`config.mk`:
```
export PLATFORM = sky130hd
export DESIGN_NAME = bhs_device_flat
export DESIGN_NICKNAME = d
export VERILOG_FILES = /design/src/rtl/bhs_pkg.sv /design/src/rtl/bhs_link_if.sv /design/src/rtl/bhs_device.sv /design/src/rtl/bhs_in_sync.sv /design/src/flat_wrapper.sv
export VERILOG_INCLUDE_DIRS = /design/src /design/src/rtl
export SDC_FILE = /design/constraint.sdc
export NUM_CORES = 1
export LEC_CHECK = 0
export BUFFER_PORTS_ARGS = -buffer_cell sky130_fd_sc_hd__buf_2
export CORE_MARGIN = 2
export CORE_UTILIZATION = 34
export CTS_BUF_LIST = sky130_fd_sc_hd__clkbuf_8 sky130_fd_sc_hd__clkbuf_16
export DETAILED_ROUTE_END_ITERATION = 7
export PLACE_DENSITY = 0.76
export SLEW_MARGIN = 20
export SYNTH_ARGS = -nofsm -noshare
export SYNTH_HDL_FRONTEND = slang
export SYNTH_SLANG_ARGS = --single-unit
```
`constraint.sdc`:
```
create_clock -name sys_clk -period 1.7 [get_ports sys_clk]
set_clock_uncertainty 0.2 [all_clocks]
set_input_delay 0.17 -clock sys_clk [delete_from_list [all_inputs] [get_ports sys_clk]]
set_output_delay 0.17 -clock sys_clk [all_outputs]
set_load 0.02 [all_outputs]
```
`src/rtl/bhs_defs.svh`:
```
`ifndef BHS_DEFS_SVH
`define BHS_DEFS_SVH
`define BHS_ADDR_W      23
`define BHS_DATA_W      16
`define BHS_ADDR_IDLE   23'h7FFFFF
`define BHS_DIV_RST     1'h0
`endif

```
`src/rtl/bhs_pkg.sv`:
```
package bhs_pkg;
  typedef enum logic [2:0] {
    BHS_RUN    = 3'b000,
    BHS_DRAIN  = 3'b001,
    BHS_GRANT  = 3'b011,
    BHS_SDRAIN = 3'b010,
    BHS_SLEEP  = 3'b110
  } bhs_state_e;
endpackage

```
`src/rtl/bhs_link_if.sv`:
```
`timescale 1ns/100ps
`default_nettype none
interface bhs_link_if;
  logic        busReq;
  logic        busGrantAck;
  logic        sleepReqN;
  logic        sleepAckN;
  logic        sleepAckOe;
  logic        tristateAllN;
  logic        nmi;
  logic        maskableIrq;
  logic        addrBit20MaskN;
  logic        coproXferReq;
  logic        coproBusyN;
  logic        cacheableN;
  logic        nextAddrReqN;
  logic        busReadyN;
  logic        flushN;
  logic [22:0] addr;
  logic        addrStrobeN;
  logic        upperByteEnN;
  logic        lowerByteEnN;
  logic        dataCtlN;
  logic        lockN;
  logic        memIoN;
  logic        writeRdN;
  logic        busOe;
  logic [15:0] dataOut;
  logic        dataOe;
  logic [15:0] dataIn;
  logic        replWay;
  logic        replWayValidN;
  logic        replOe;
  modport dev (
    input  busReq, sleepReqN, tristateAllN, nmi, maskableIrq,
    input  addrBit20MaskN, coproXferReq, coproBusyN, cacheableN,
    input  nextAddrReqN, busReadyN, flushN, dataIn,
    output busGrantAck, sleepAckN, sleepAckOe, addr, addrStrobeN,
    output upperByteEnN, lowerByteEnN, dataCtlN, lockN, memIoN,
    output writeRdN, busOe, dataOut, dataOe, replWay, replWayValidN,
    output replOe
  );
  modport sys (
    output busReq, sleepReqN, tristateAllN, nmi, maskableIrq,
    output addrBit20MaskN, coproXferReq, coproBusyN, cacheableN,
    output nextAddrReqN, busReadyN, flushN, dataIn,
    input  busGrantAck, sleepAckN, sleepAckOe, addr, addrStrobeN,
    input  upperByteEnN, lowerByteEnN, dataCtlN, lockN, memIoN,
    input  writeRdN, busOe, dataOut, dataOe, replWay, replWayValidN,
    input  replOe
  );
endinterface
`default_nettype wire

```
`src/rtl/bhs_device.sv`:
```
`timescale 1ns/100ps
`default_nettype none
`include "bhs_defs.svh"
module bhs_device
  import bhs_pkg::*;
(
  input  wire logic        sys_clk,
  input  wire logic        rst_n,
  bhs_link_if.dev          link,
  input  wire logic        sleepEnableBit,
  input  wire logic        grantInvalidateBit,
  input  wire logic        cycleActive,
  input  wire logic        lockedRun,
  input  wire logic        pipeDrained,
  input  wire logic        haltExec,
  input  wire logic        irqEnable,
  input  wire logic        cacheMiss,
  output logic             coreRun,
  output logic             cacheInvalidate,
  output logic             nmiService,
  output logic             irqService,
  output logic             fetchResume,
  output logic             sleeping
);
  bhs_state_e stateQ;
  bhs_state_e stateD;
  logic       haltSleepQ;
  logic       nmiPendQ;
  logic       irqLatchQ;
  logic       busReqQ;
  logic       sleepReqNQ;
  logic       fltNQ;
  logic       nmiRise;
  logic       busFree;
  logic       sleepAsk;
  logic       wakeHalt;

  bhs_in_sync uSync (
    .sys_clk      (sys_clk),
    .rst_n        (rst_n),
    .busReq       (link.busReq),
    .sleepReqN    (link.sleepReqN),
    .tristateAllN (link.tristateAllN),
    .nmi          (link.nmi),
    .busReqQ      (busReqQ),
    .sleepReqNQ   (sleepReqNQ),
    .tristateAllNQ(fltNQ),
    .nmiRise      (nmiRise)
  );

  assign busFree  = ~cycleActive & ~lockedRun;
  assign sleepAsk = sleepEnableBit & ~sleepReqNQ;
  assign wakeHalt = nmiRise | nmiPendQ
                  | (link.maskableIrq & irqEnable);

  always_comb begin
    stateD = stateQ;
    case (stateQ)
      BHS_RUN: begin
        if (busReqQ) begin
          stateD = BHS_DRAIN;
        end else if (sleepAsk || (haltExec && sleepEnableBit)) begin
          stateD = BHS_SDRAIN;
        end
      end
      BHS_DRAIN: begin
        if (!busReqQ) begin
          stateD = BHS_RUN;
        end else if (busFree) begin
          stateD = BHS_GRANT;
        end
      end
      BHS_GRANT: begin
        if (!busReqQ) begin
          stateD = BHS_RUN;
        end
      end
      BHS_SDRAIN: begin
        if (busReqQ && busFree) begin
          stateD = BHS_DRAIN;
        end else if (!haltSleepQ && !sleepAsk) begin
          stateD = BHS_RUN;
        end else if (busFree && pipeDrained && link.coproBusyN) begin
          stateD = BHS_SLEEP;
        end
      end
      BHS_SLEEP: begin
        if (busReqQ) begin
          stateD = BHS_DRAIN;
        end else if (haltSleepQ ? wakeHalt : sleepReqNQ) begin
          stateD = BHS_RUN;
        end
      end
      default: stateD = BHS_RUN;
    endcase
  end

  always_ff @(posedge sys_clk) begin
    if (!rst_n) begin
      stateQ <= BHS_RUN;
    end else begin
      stateQ <= stateD;
    end
  end

  // Sleep origin, stored NMI edge, latched irq
  always_ff @(posedge sys_clk) begin
    if (!rst_n) begin
      haltSleepQ <= 1'b0;
      nmiPendQ   <= 1'b0;
      irqLatchQ  <= 1'b0;
    end else begin
      if (stateQ == BHS_RUN && stateD == BHS_SDRAIN) begin
        haltSleepQ <= ~sleepAsk;
      end
      if (stateQ == BHS_GRANT && nmiRise) begin
        nmiPendQ <= 1'b1;
      end else if (stateQ == BHS_RUN) begin
        nmiPendQ <= 1'b0;
      end
      if (stateQ == BHS_SLEEP && !haltSleepQ && link.maskableIrq) begin
        irqLatchQ <= 1'b1;
      end else if (stateQ == BHS_RUN && irqEnable) begin
        irqLatchQ <= 1'b0;
      end
    end
  end

  // Service pulses, cache invalidate and core status
  always_ff @(posedge sys_clk) begin
    if (!rst_n) begin
      nmiService      <= 1'b0;
      irqService      <= 1'b0;
      fetchResume     <= 1'b0;
      coreRun         <= 1'b1;
      cacheInvalidate <= 1'b0;
      sleeping        <= 1'b0;
    end else begin
      nmiService  <= (stateQ == BHS_GRANT && stateD == BHS_RUN
                     && nmiPendQ)
                   || (stateQ == BHS_SLEEP && haltSleepQ
                     && stateD == BHS_RUN && (nmiRise | nmiPendQ));
      irqService  <= stateQ == BHS_RUN && irqEnable
                   && (irqLatchQ | link.maskableIrq);
      fetchResume <= stateQ == BHS_SLEEP && stateD == BHS_RUN;
      coreRun     <= stateD != BHS_SLEEP
                   && !(stateD == BHS_GRANT && cacheMiss);
      cacheInvalidate <= stateQ == BHS_DRAIN && stateD == BHS_GRANT
                   && grantInvalidateBit;
      sleeping    <= stateD == BHS_SLEEP;
    end
  end

  logic granted;
  logic asleep;
  logic floatAll;
  assign granted  = stateQ == BHS_GRANT;
  assign asleep   = stateQ == BHS_SLEEP;
  assign floatAll = ~fltNQ;

  assign link.busGrantAck   = granted;
  assign link.busOe         = ~granted & ~floatAll;
  assign link.replOe        = ~granted & ~floatAll;
  assign link.dataOe        = ~granted & ~asleep & ~floatAll
                            & cycleActive & ~link.writeRdN ? 1'b0
                            : ~granted & ~asleep & ~floatAll
                            & cycleActive;
  assign link.sleepAckOe    = sleepEnableBit & ~floatAll;
  assign link.sleepAckN     = ~asleep;
  assign link.addr          = `BHS_ADDR_IDLE;
  assign link.addrStrobeN   = 1'b1;
  assign link.upperByteEnN  = ~cycleActive & ~asleep;
  assign link.lowerByteEnN  = ~cycleActive & ~asleep;
  assign link.dataCtlN      = 1'b1;
  assign link.lockN         = ~lockedRun;
  assign link.memIoN        = cycleActive;
  assign link.writeRdN      = 1'b0;
  assign link.dataOut       = {`BHS_DATA_W{1'b0}};
  assign link.replWay       = 1'b0;
  assign link.replWayValidN = 1'b1;
endmodule
`default_nettype wire

```
`src/rtl/bhs_in_sync.sv`:
```
`timescale 1ns/100ps
`default_nettype none
module bhs_in_sync (
  input  wire logic sys_clk,
  input  wire logic rst_n,
  input  wire logic busReq,
  input  wire logic sleepReqN,
  input  wire logic tristateAllN,
  input  wire logic nmi,
  output logic      busReqQ,
  output logic      sleepReqNQ,
  output logic      tristateAllNQ,
  output logic      nmiRise
);
  logic nmiQ;
  // Registered samples of the level inputs
  always_ff @(posedge sys_clk) begin
    if (!rst_n) begin
      busReqQ       <= 1'b0;
      sleepReqNQ    <= 1'b1;
      tristateAllNQ <= 1'b1;
      nmiQ          <= 1'b0;
    end else begin
      busReqQ       <= busReq;
      sleepReqNQ    <= sleepReqN;
      tristateAllNQ <= tristateAllN;
      nmiQ          <= nmi;
    end
  end
  assign nmiRise = nmi & ~nmiQ;
endmodule
`default_nettype wire

```
`src/flat_wrapper.sv`:
```
// flat-port wrapper written by rule: the top's interface ports become plain ports
module bhs_device_flat import bhs_pkg::*;
  (sys_clk, rst_n, sleepEnableBit, grantInvalidateBit, cycleActive, lockedRun, pipeDrained, haltExec, irqEnable, cacheMiss, coreRun, cacheInvalidate, nmiService, irqService, fetchResume, sleeping, link_busReq, link_sleepReqN, link_tristateAllN, link_nmi, link_maskableIrq, link_addrBit20MaskN, link_coproXferReq, link_coproBusyN, link_cacheableN, link_nextAddrReqN, link_busReadyN, link_flushN, link_dataIn, link_busGrantAck, link_sleepAckN, link_sleepAckOe, link_addr, link_addrStrobeN, link_upperByteEnN, link_lowerByteEnN, link_dataCtlN, link_lockN, link_memIoN, link_writeRdN, link_busOe, link_dataOut, link_dataOe, link_replWay, link_replWayValidN, link_replOe);
  bhs_link_if link_i ();
  input  wire logic sys_clk;
  input  wire logic rst_n;
  input  wire logic sleepEnableBit;
  input  wire logic grantInvalidateBit;
  input  wire logic cycleActive;
  input  wire logic lockedRun;
  input  wire logic pipeDrained;
  input  wire logic haltExec;
  input  wire logic irqEnable;
  input  wire logic cacheMiss;
  output logic coreRun;
  output logic cacheInvalidate;
  output logic nmiService;
  output logic irqService;
  output logic fetchResume;
  output logic sleeping;
  input wire logic [$bits(link_i.busReq)-1:0] link_busReq;
  input wire logic [$bits(link_i.sleepReqN)-1:0] link_sleepReqN;
  input wire logic [$bits(link_i.tristateAllN)-1:0] link_tristateAllN;
  input wire logic [$bits(link_i.nmi)-1:0] link_nmi;
  input wire logic [$bits(link_i.maskableIrq)-1:0] link_maskableIrq;
  input wire logic [$bits(link_i.addrBit20MaskN)-1:0] link_addrBit20MaskN;
  input wire logic [$bits(link_i.coproXferReq)-1:0] link_coproXferReq;
  input wire logic [$bits(link_i.coproBusyN)-1:0] link_coproBusyN;
  input wire logic [$bits(link_i.cacheableN)-1:0] link_cacheableN;
  input wire logic [$bits(link_i.nextAddrReqN)-1:0] link_nextAddrReqN;
  input wire logic [$bits(link_i.busReadyN)-1:0] link_busReadyN;
  input wire logic [$bits(link_i.flushN)-1:0] link_flushN;
  input wire logic [$bits(link_i.dataIn)-1:0] link_dataIn;
  output wire logic [$bits(link_i.busGrantAck)-1:0] link_busGrantAck;
  output wire logic [$bits(link_i.sleepAckN)-1:0] link_sleepAckN;
  output wire logic [$bits(link_i.sleepAckOe)-1:0] link_sleepAckOe;
  output wire logic [$bits(link_i.addr)-1:0] link_addr;
  output wire logic [$bits(link_i.addrStrobeN)-1:0] link_addrStrobeN;
  output wire logic [$bits(link_i.upperByteEnN)-1:0] link_upperByteEnN;
  output wire logic [$bits(link_i.lowerByteEnN)-1:0] link_lowerByteEnN;
  output wire logic [$bits(link_i.dataCtlN)-1:0] link_dataCtlN;
  output wire logic [$bits(link_i.lockN)-1:0] link_lockN;
  output wire logic [$bits(link_i.memIoN)-1:0] link_memIoN;
  output wire logic [$bits(link_i.writeRdN)-1:0] link_writeRdN;
  output wire logic [$bits(link_i.busOe)-1:0] link_busOe;
  output wire logic [$bits(link_i.dataOut)-1:0] link_dataOut;
  output wire logic [$bits(link_i.dataOe)-1:0] link_dataOe;
  output wire logic [$bits(link_i.replWay)-1:0] link_replWay;
  output wire logic [$bits(link_i.replWayValidN)-1:0] link_replWayValidN;
  output wire logic [$bits(link_i.replOe)-1:0] link_replOe;
  assign link_i.busReq = link_busReq;
  assign link_i.sleepReqN = link_sleepReqN;
  assign link_i.tristateAllN = link_tristateAllN;
  assign link_i.nmi = link_nmi;
  assign link_i.maskableIrq = link_maskableIrq;
  assign link_i.addrBit20MaskN = link_addrBit20MaskN;
  assign link_i.coproXferReq = link_coproXferReq;
  assign link_i.coproBusyN = link_coproBusyN;
  assign link_i.cacheableN = link_cacheableN;
  assign link_i.nextAddrReqN = link_nextAddrReqN;
  assign link_i.busReadyN = link_busReadyN;
  assign link_i.flushN = link_flushN;
  assign link_i.dataIn = link_dataIn;
  assign link_busGrantAck = link_i.busGrantAck;
  assign link_sleepAckN = link_i.sleepAckN;
  assign link_sleepAckOe = link_i.sleepAckOe;
  assign link_addr = link_i.addr;
  assign link_addrStrobeN = link_i.addrStrobeN;
  assign link_upperByteEnN = link_i.upperByteEnN;
  assign link_lowerByteEnN = link_i.lowerByteEnN;
  assign link_dataCtlN = link_i.dataCtlN;
  assign link_lockN = link_i.lockN;
  assign link_memIoN = link_i.memIoN;
  assign link_writeRdN = link_i.writeRdN;
  assign link_busOe = link_i.busOe;
  assign link_dataOut = link_i.dataOut;
  assign link_dataOe = link_i.dataOe;
  assign link_replWay = link_i.replWay;
  assign link_replWayValidN = link_i.replWayValidN;
  assign link_replOe = link_i.replOe;
  bhs_device u_core (.sys_clk(sys_clk), .rst_n(rst_n), .link(link_i), .sleepEnableBit(sleepEnableBit), .grantInvalidateBit(grantInvalidateBit), .cycleActive(cycleActive), .lockedRun(lockedRun), .pipeDrained(pipeDrained), .haltExec(haltExec), .irqEnable(irqEnable), .cacheMiss(cacheMiss), .coreRun(coreRun), .cacheInvalidate(cacheInvalidate), .nmiService(nmiService), .irqService(irqService), .fetchResume(fetchResume), .sleeping(sleeping));
endmodule
```
==> flow_summary.yaml <==
outcome:
  status: "finished with violations"
  violations: "negative hold slack"
cts:
  cts_tree: "done"
  root_buffer: "clkbuf_8"
  clkLatencyLatePin_ps: 250
  clk_pin_slew_ps: 70
  clock-sinks: 16
  h-tree-depth: 1
  cts_made_buffers: 3
  clock_path_buffers: 2
power:
  p_sw_uw: 294
  pwr-share-comb: 0.235
  intPower_uw: 661
  power_frac_seq: 0.412
  irDropWorstVdd_uv: 365
  p_clk_frac: 0.352
  p_leak_uw: 0.000660
  p_per_area_nw_per_um2: 718
  power_uw: 955
  p_sw_frac: 0.308
yosys:
  synth_area_per_cell_um2: 8.55
  ys_ff_latch: 16
  synth.top_cell.area_share: 0.319
  synth_common_cells: "48 x buf_4, 16 x dfxtp_1, 9 x inv_1"
  yosys_warnings: 0
  synth_edf_count: 0
  synthArstFlopShare: 0
  syn-cell-area_um2: 1130
  synth_area_leaders: "buf_4 32%, dfxtp_1 28%, nor2b_1 4.4%"
  synth_flop_cell: "dfxtp_1"
  syn_inst: 132
  ys_types: 36
  yosysSeqAreaShare: 0.284
  synth_most_common_cell: "buf_4"
  synth_largest_area_cell: "buf_4"
route:
  routed_wirelength_mm: 2.03
  wl_per_cell_um: 9.38
  post_drt_via_cell_ratio: 3.86
  ant_nets: 0
  dr_total_vias: 833
  drc: 0
  dr.pass1.iters: 4
  drtIter0Drc: 29
floorplan:
  start_util: 0.364
  row_count: 20
  fp.dieW_um: 61.6
  num_io_pins: 98
  die_area_um2: 3800
  core_um2: 3100
  die_y_um: 61.6
timing:
  fin_crit_sh: 0.958
  slew_viol_final: 0
  setup_viol: 0
  finalHoldViolCount: 1
  setup_slack_ps: 71.8
  fmax_ghz: 0.614
  fin_crit_ps: 1630
  hold-worst-slack_ps: -3.16
placed_design:
  place_hpwl_mm: 1.61
  post-place-ws_ps: 58.2
  placed_cells: 205
  port_buffers: 30
  place.gp.congestion: 0.814
setup_path:
  end_kind: "flip-flop"
  worstPathRequired_ps: 1700
  cp.arrival_ps: 1630
  crit_type: "reg2reg"
  cp-startpoint: "u_core.stateQ[1]"
  startpoint_type: "flip-flop"
  crit_fanout: 6
  r2r-start: "u_core.stateQ[1]"
global_route:
  grt_pass1_vias: 674
  grt_pass1_wl_mm: 2.89
  antenna_found_initial: 0
  grt_max_degree: 13
  grt_usage: 0.105
  overflow: 0
run:
  maxCapViolations: 0
layout:
  finalNonFillerCells: 216
  antenna_cells: 0
  drive_above_1_share: 0.314
  fin_nets: 211
  utilization: 0.429
  synthToLayoutAreaGrowth_pct: 17.8
worst_hold_path:
  hold_path_class: "in2reg"
  hp-start: "link_maskableIrq"
per-stage QoR:
step / cell area (um2) / setup TNS [ps]
3_5_place_dp: 1170 / 0
6_report: 1330 / 0
3_3_place_gp: 1170 / 0
5_1_grt: 1330 / -37.3
2_1_floorplan: 1290 / 0
4_1_cts: 1290 / 0
registers in the layout, indices dropped and copies added, names as in the netlist:
name and cells:
u_core.irqService 1, u_core.uSync.nmiQ 1, u_core.uSync.tristateAllNQ 1, u_core.nmiService 1, u_core.haltSleepQ 1, u_core.fetchResume 1, u_core.coreRun 1, u_core.irqLatchQ 1
u_core.cacheInvalidate 1, u_core.uSync.busReqQ 1, u_core.sleeping 1, u_core.nmiPendQ 1, u_core.stateQ 3, u_core.uSync.sleepReqNQ 1
path summary, 6_finish.rpt:
check | slack [ps] | endpoint | cells after the start
hold / removal | -3 | u_core.irqService | 3
setup / recovery | 70 | u_core.fetchResume | 4
hold reg to reg | 280 | u_core.irqLatchQ | 2
setup reg to reg | 70 | u_core.fetchResume | 4
cells in the final DEF, fill, tap and decap left out, types with 2 or more instances in the layout:
cell / synthesis / routed
conb_1: 2 / 45
buf_2: 0 / 28
dfxtp_1: 16 / 13
inv_1: 9 / 9
nor2b_1: 8 / 7
dlygate4sd3_1: 0 / 7
buf_4: 48 / 7
and2_1: 6 / 6
nor2_1: 6 / 5
nand2b_1: 4 / 4
clkbuf_8: 0 / 4
dfxtp_2: 0 / 3
a32oi_1: 2 / 2
nand3_1: 2 / 2
o21bai_1: 2 / 2
o21ai_0: 2 / 2
worst max-delay path, stage by stage, from the launching register on:
cell      delay (ps)
dfxtp_2          380
nor2b_4          190
mux2i_2          340
o21ai_0          180
and4bb_1         280
power groups by stage:
stage	logic (uW)	registers (uW)	clock network, uW
3_3_place_gp	203	402	0
5_1_grt	245	395	366
3_5_place_dp	204	402	0
4_1_cts	216	393	344
2_1_floorplan	235	403	0
6_report	225	394	337
per-layer routing:
metal	vias to the layer above	global-route usage	routed length [um]
li1	417	-	-
met2	40	0.165	983
met4	0	0.0274	21
met1	374	0.133	844
met3	2	0.0420	176
met5	-	0	0
cell families after synthesis:
group,Yosys count,synth area share
other,2,0.00665
DFF,16,0.284
muxes,2,0.0177
and+or+nand+nor,37,0.220
AOI/OAI and AO/OA,17,0.120
buffers and inverters,58,0.353
layout make-up:
class	count	area, um2
Clock buffer	4	55.1
Fill cell	333	1770
Inverter	9	33.8
Multi-Input combinational cell	101	599
Sequential cell	16	324
Tap cell	44	55.1
Timing Repair Buffer	42	263
what timing repair did:
| item | CTS | global route |
|---|---|---|
| hold buffers | 7 | 0 |
| gates resized for setup | 1 | 9 |
| pin swaps | 0 | 1 |
| endpoints found under the hold margin | 7 | 0 |
| setup endpoints to repair | 2 | 7 |
| buffers inserted | 0 | 0 |
(Power assumes the default switching activity.)
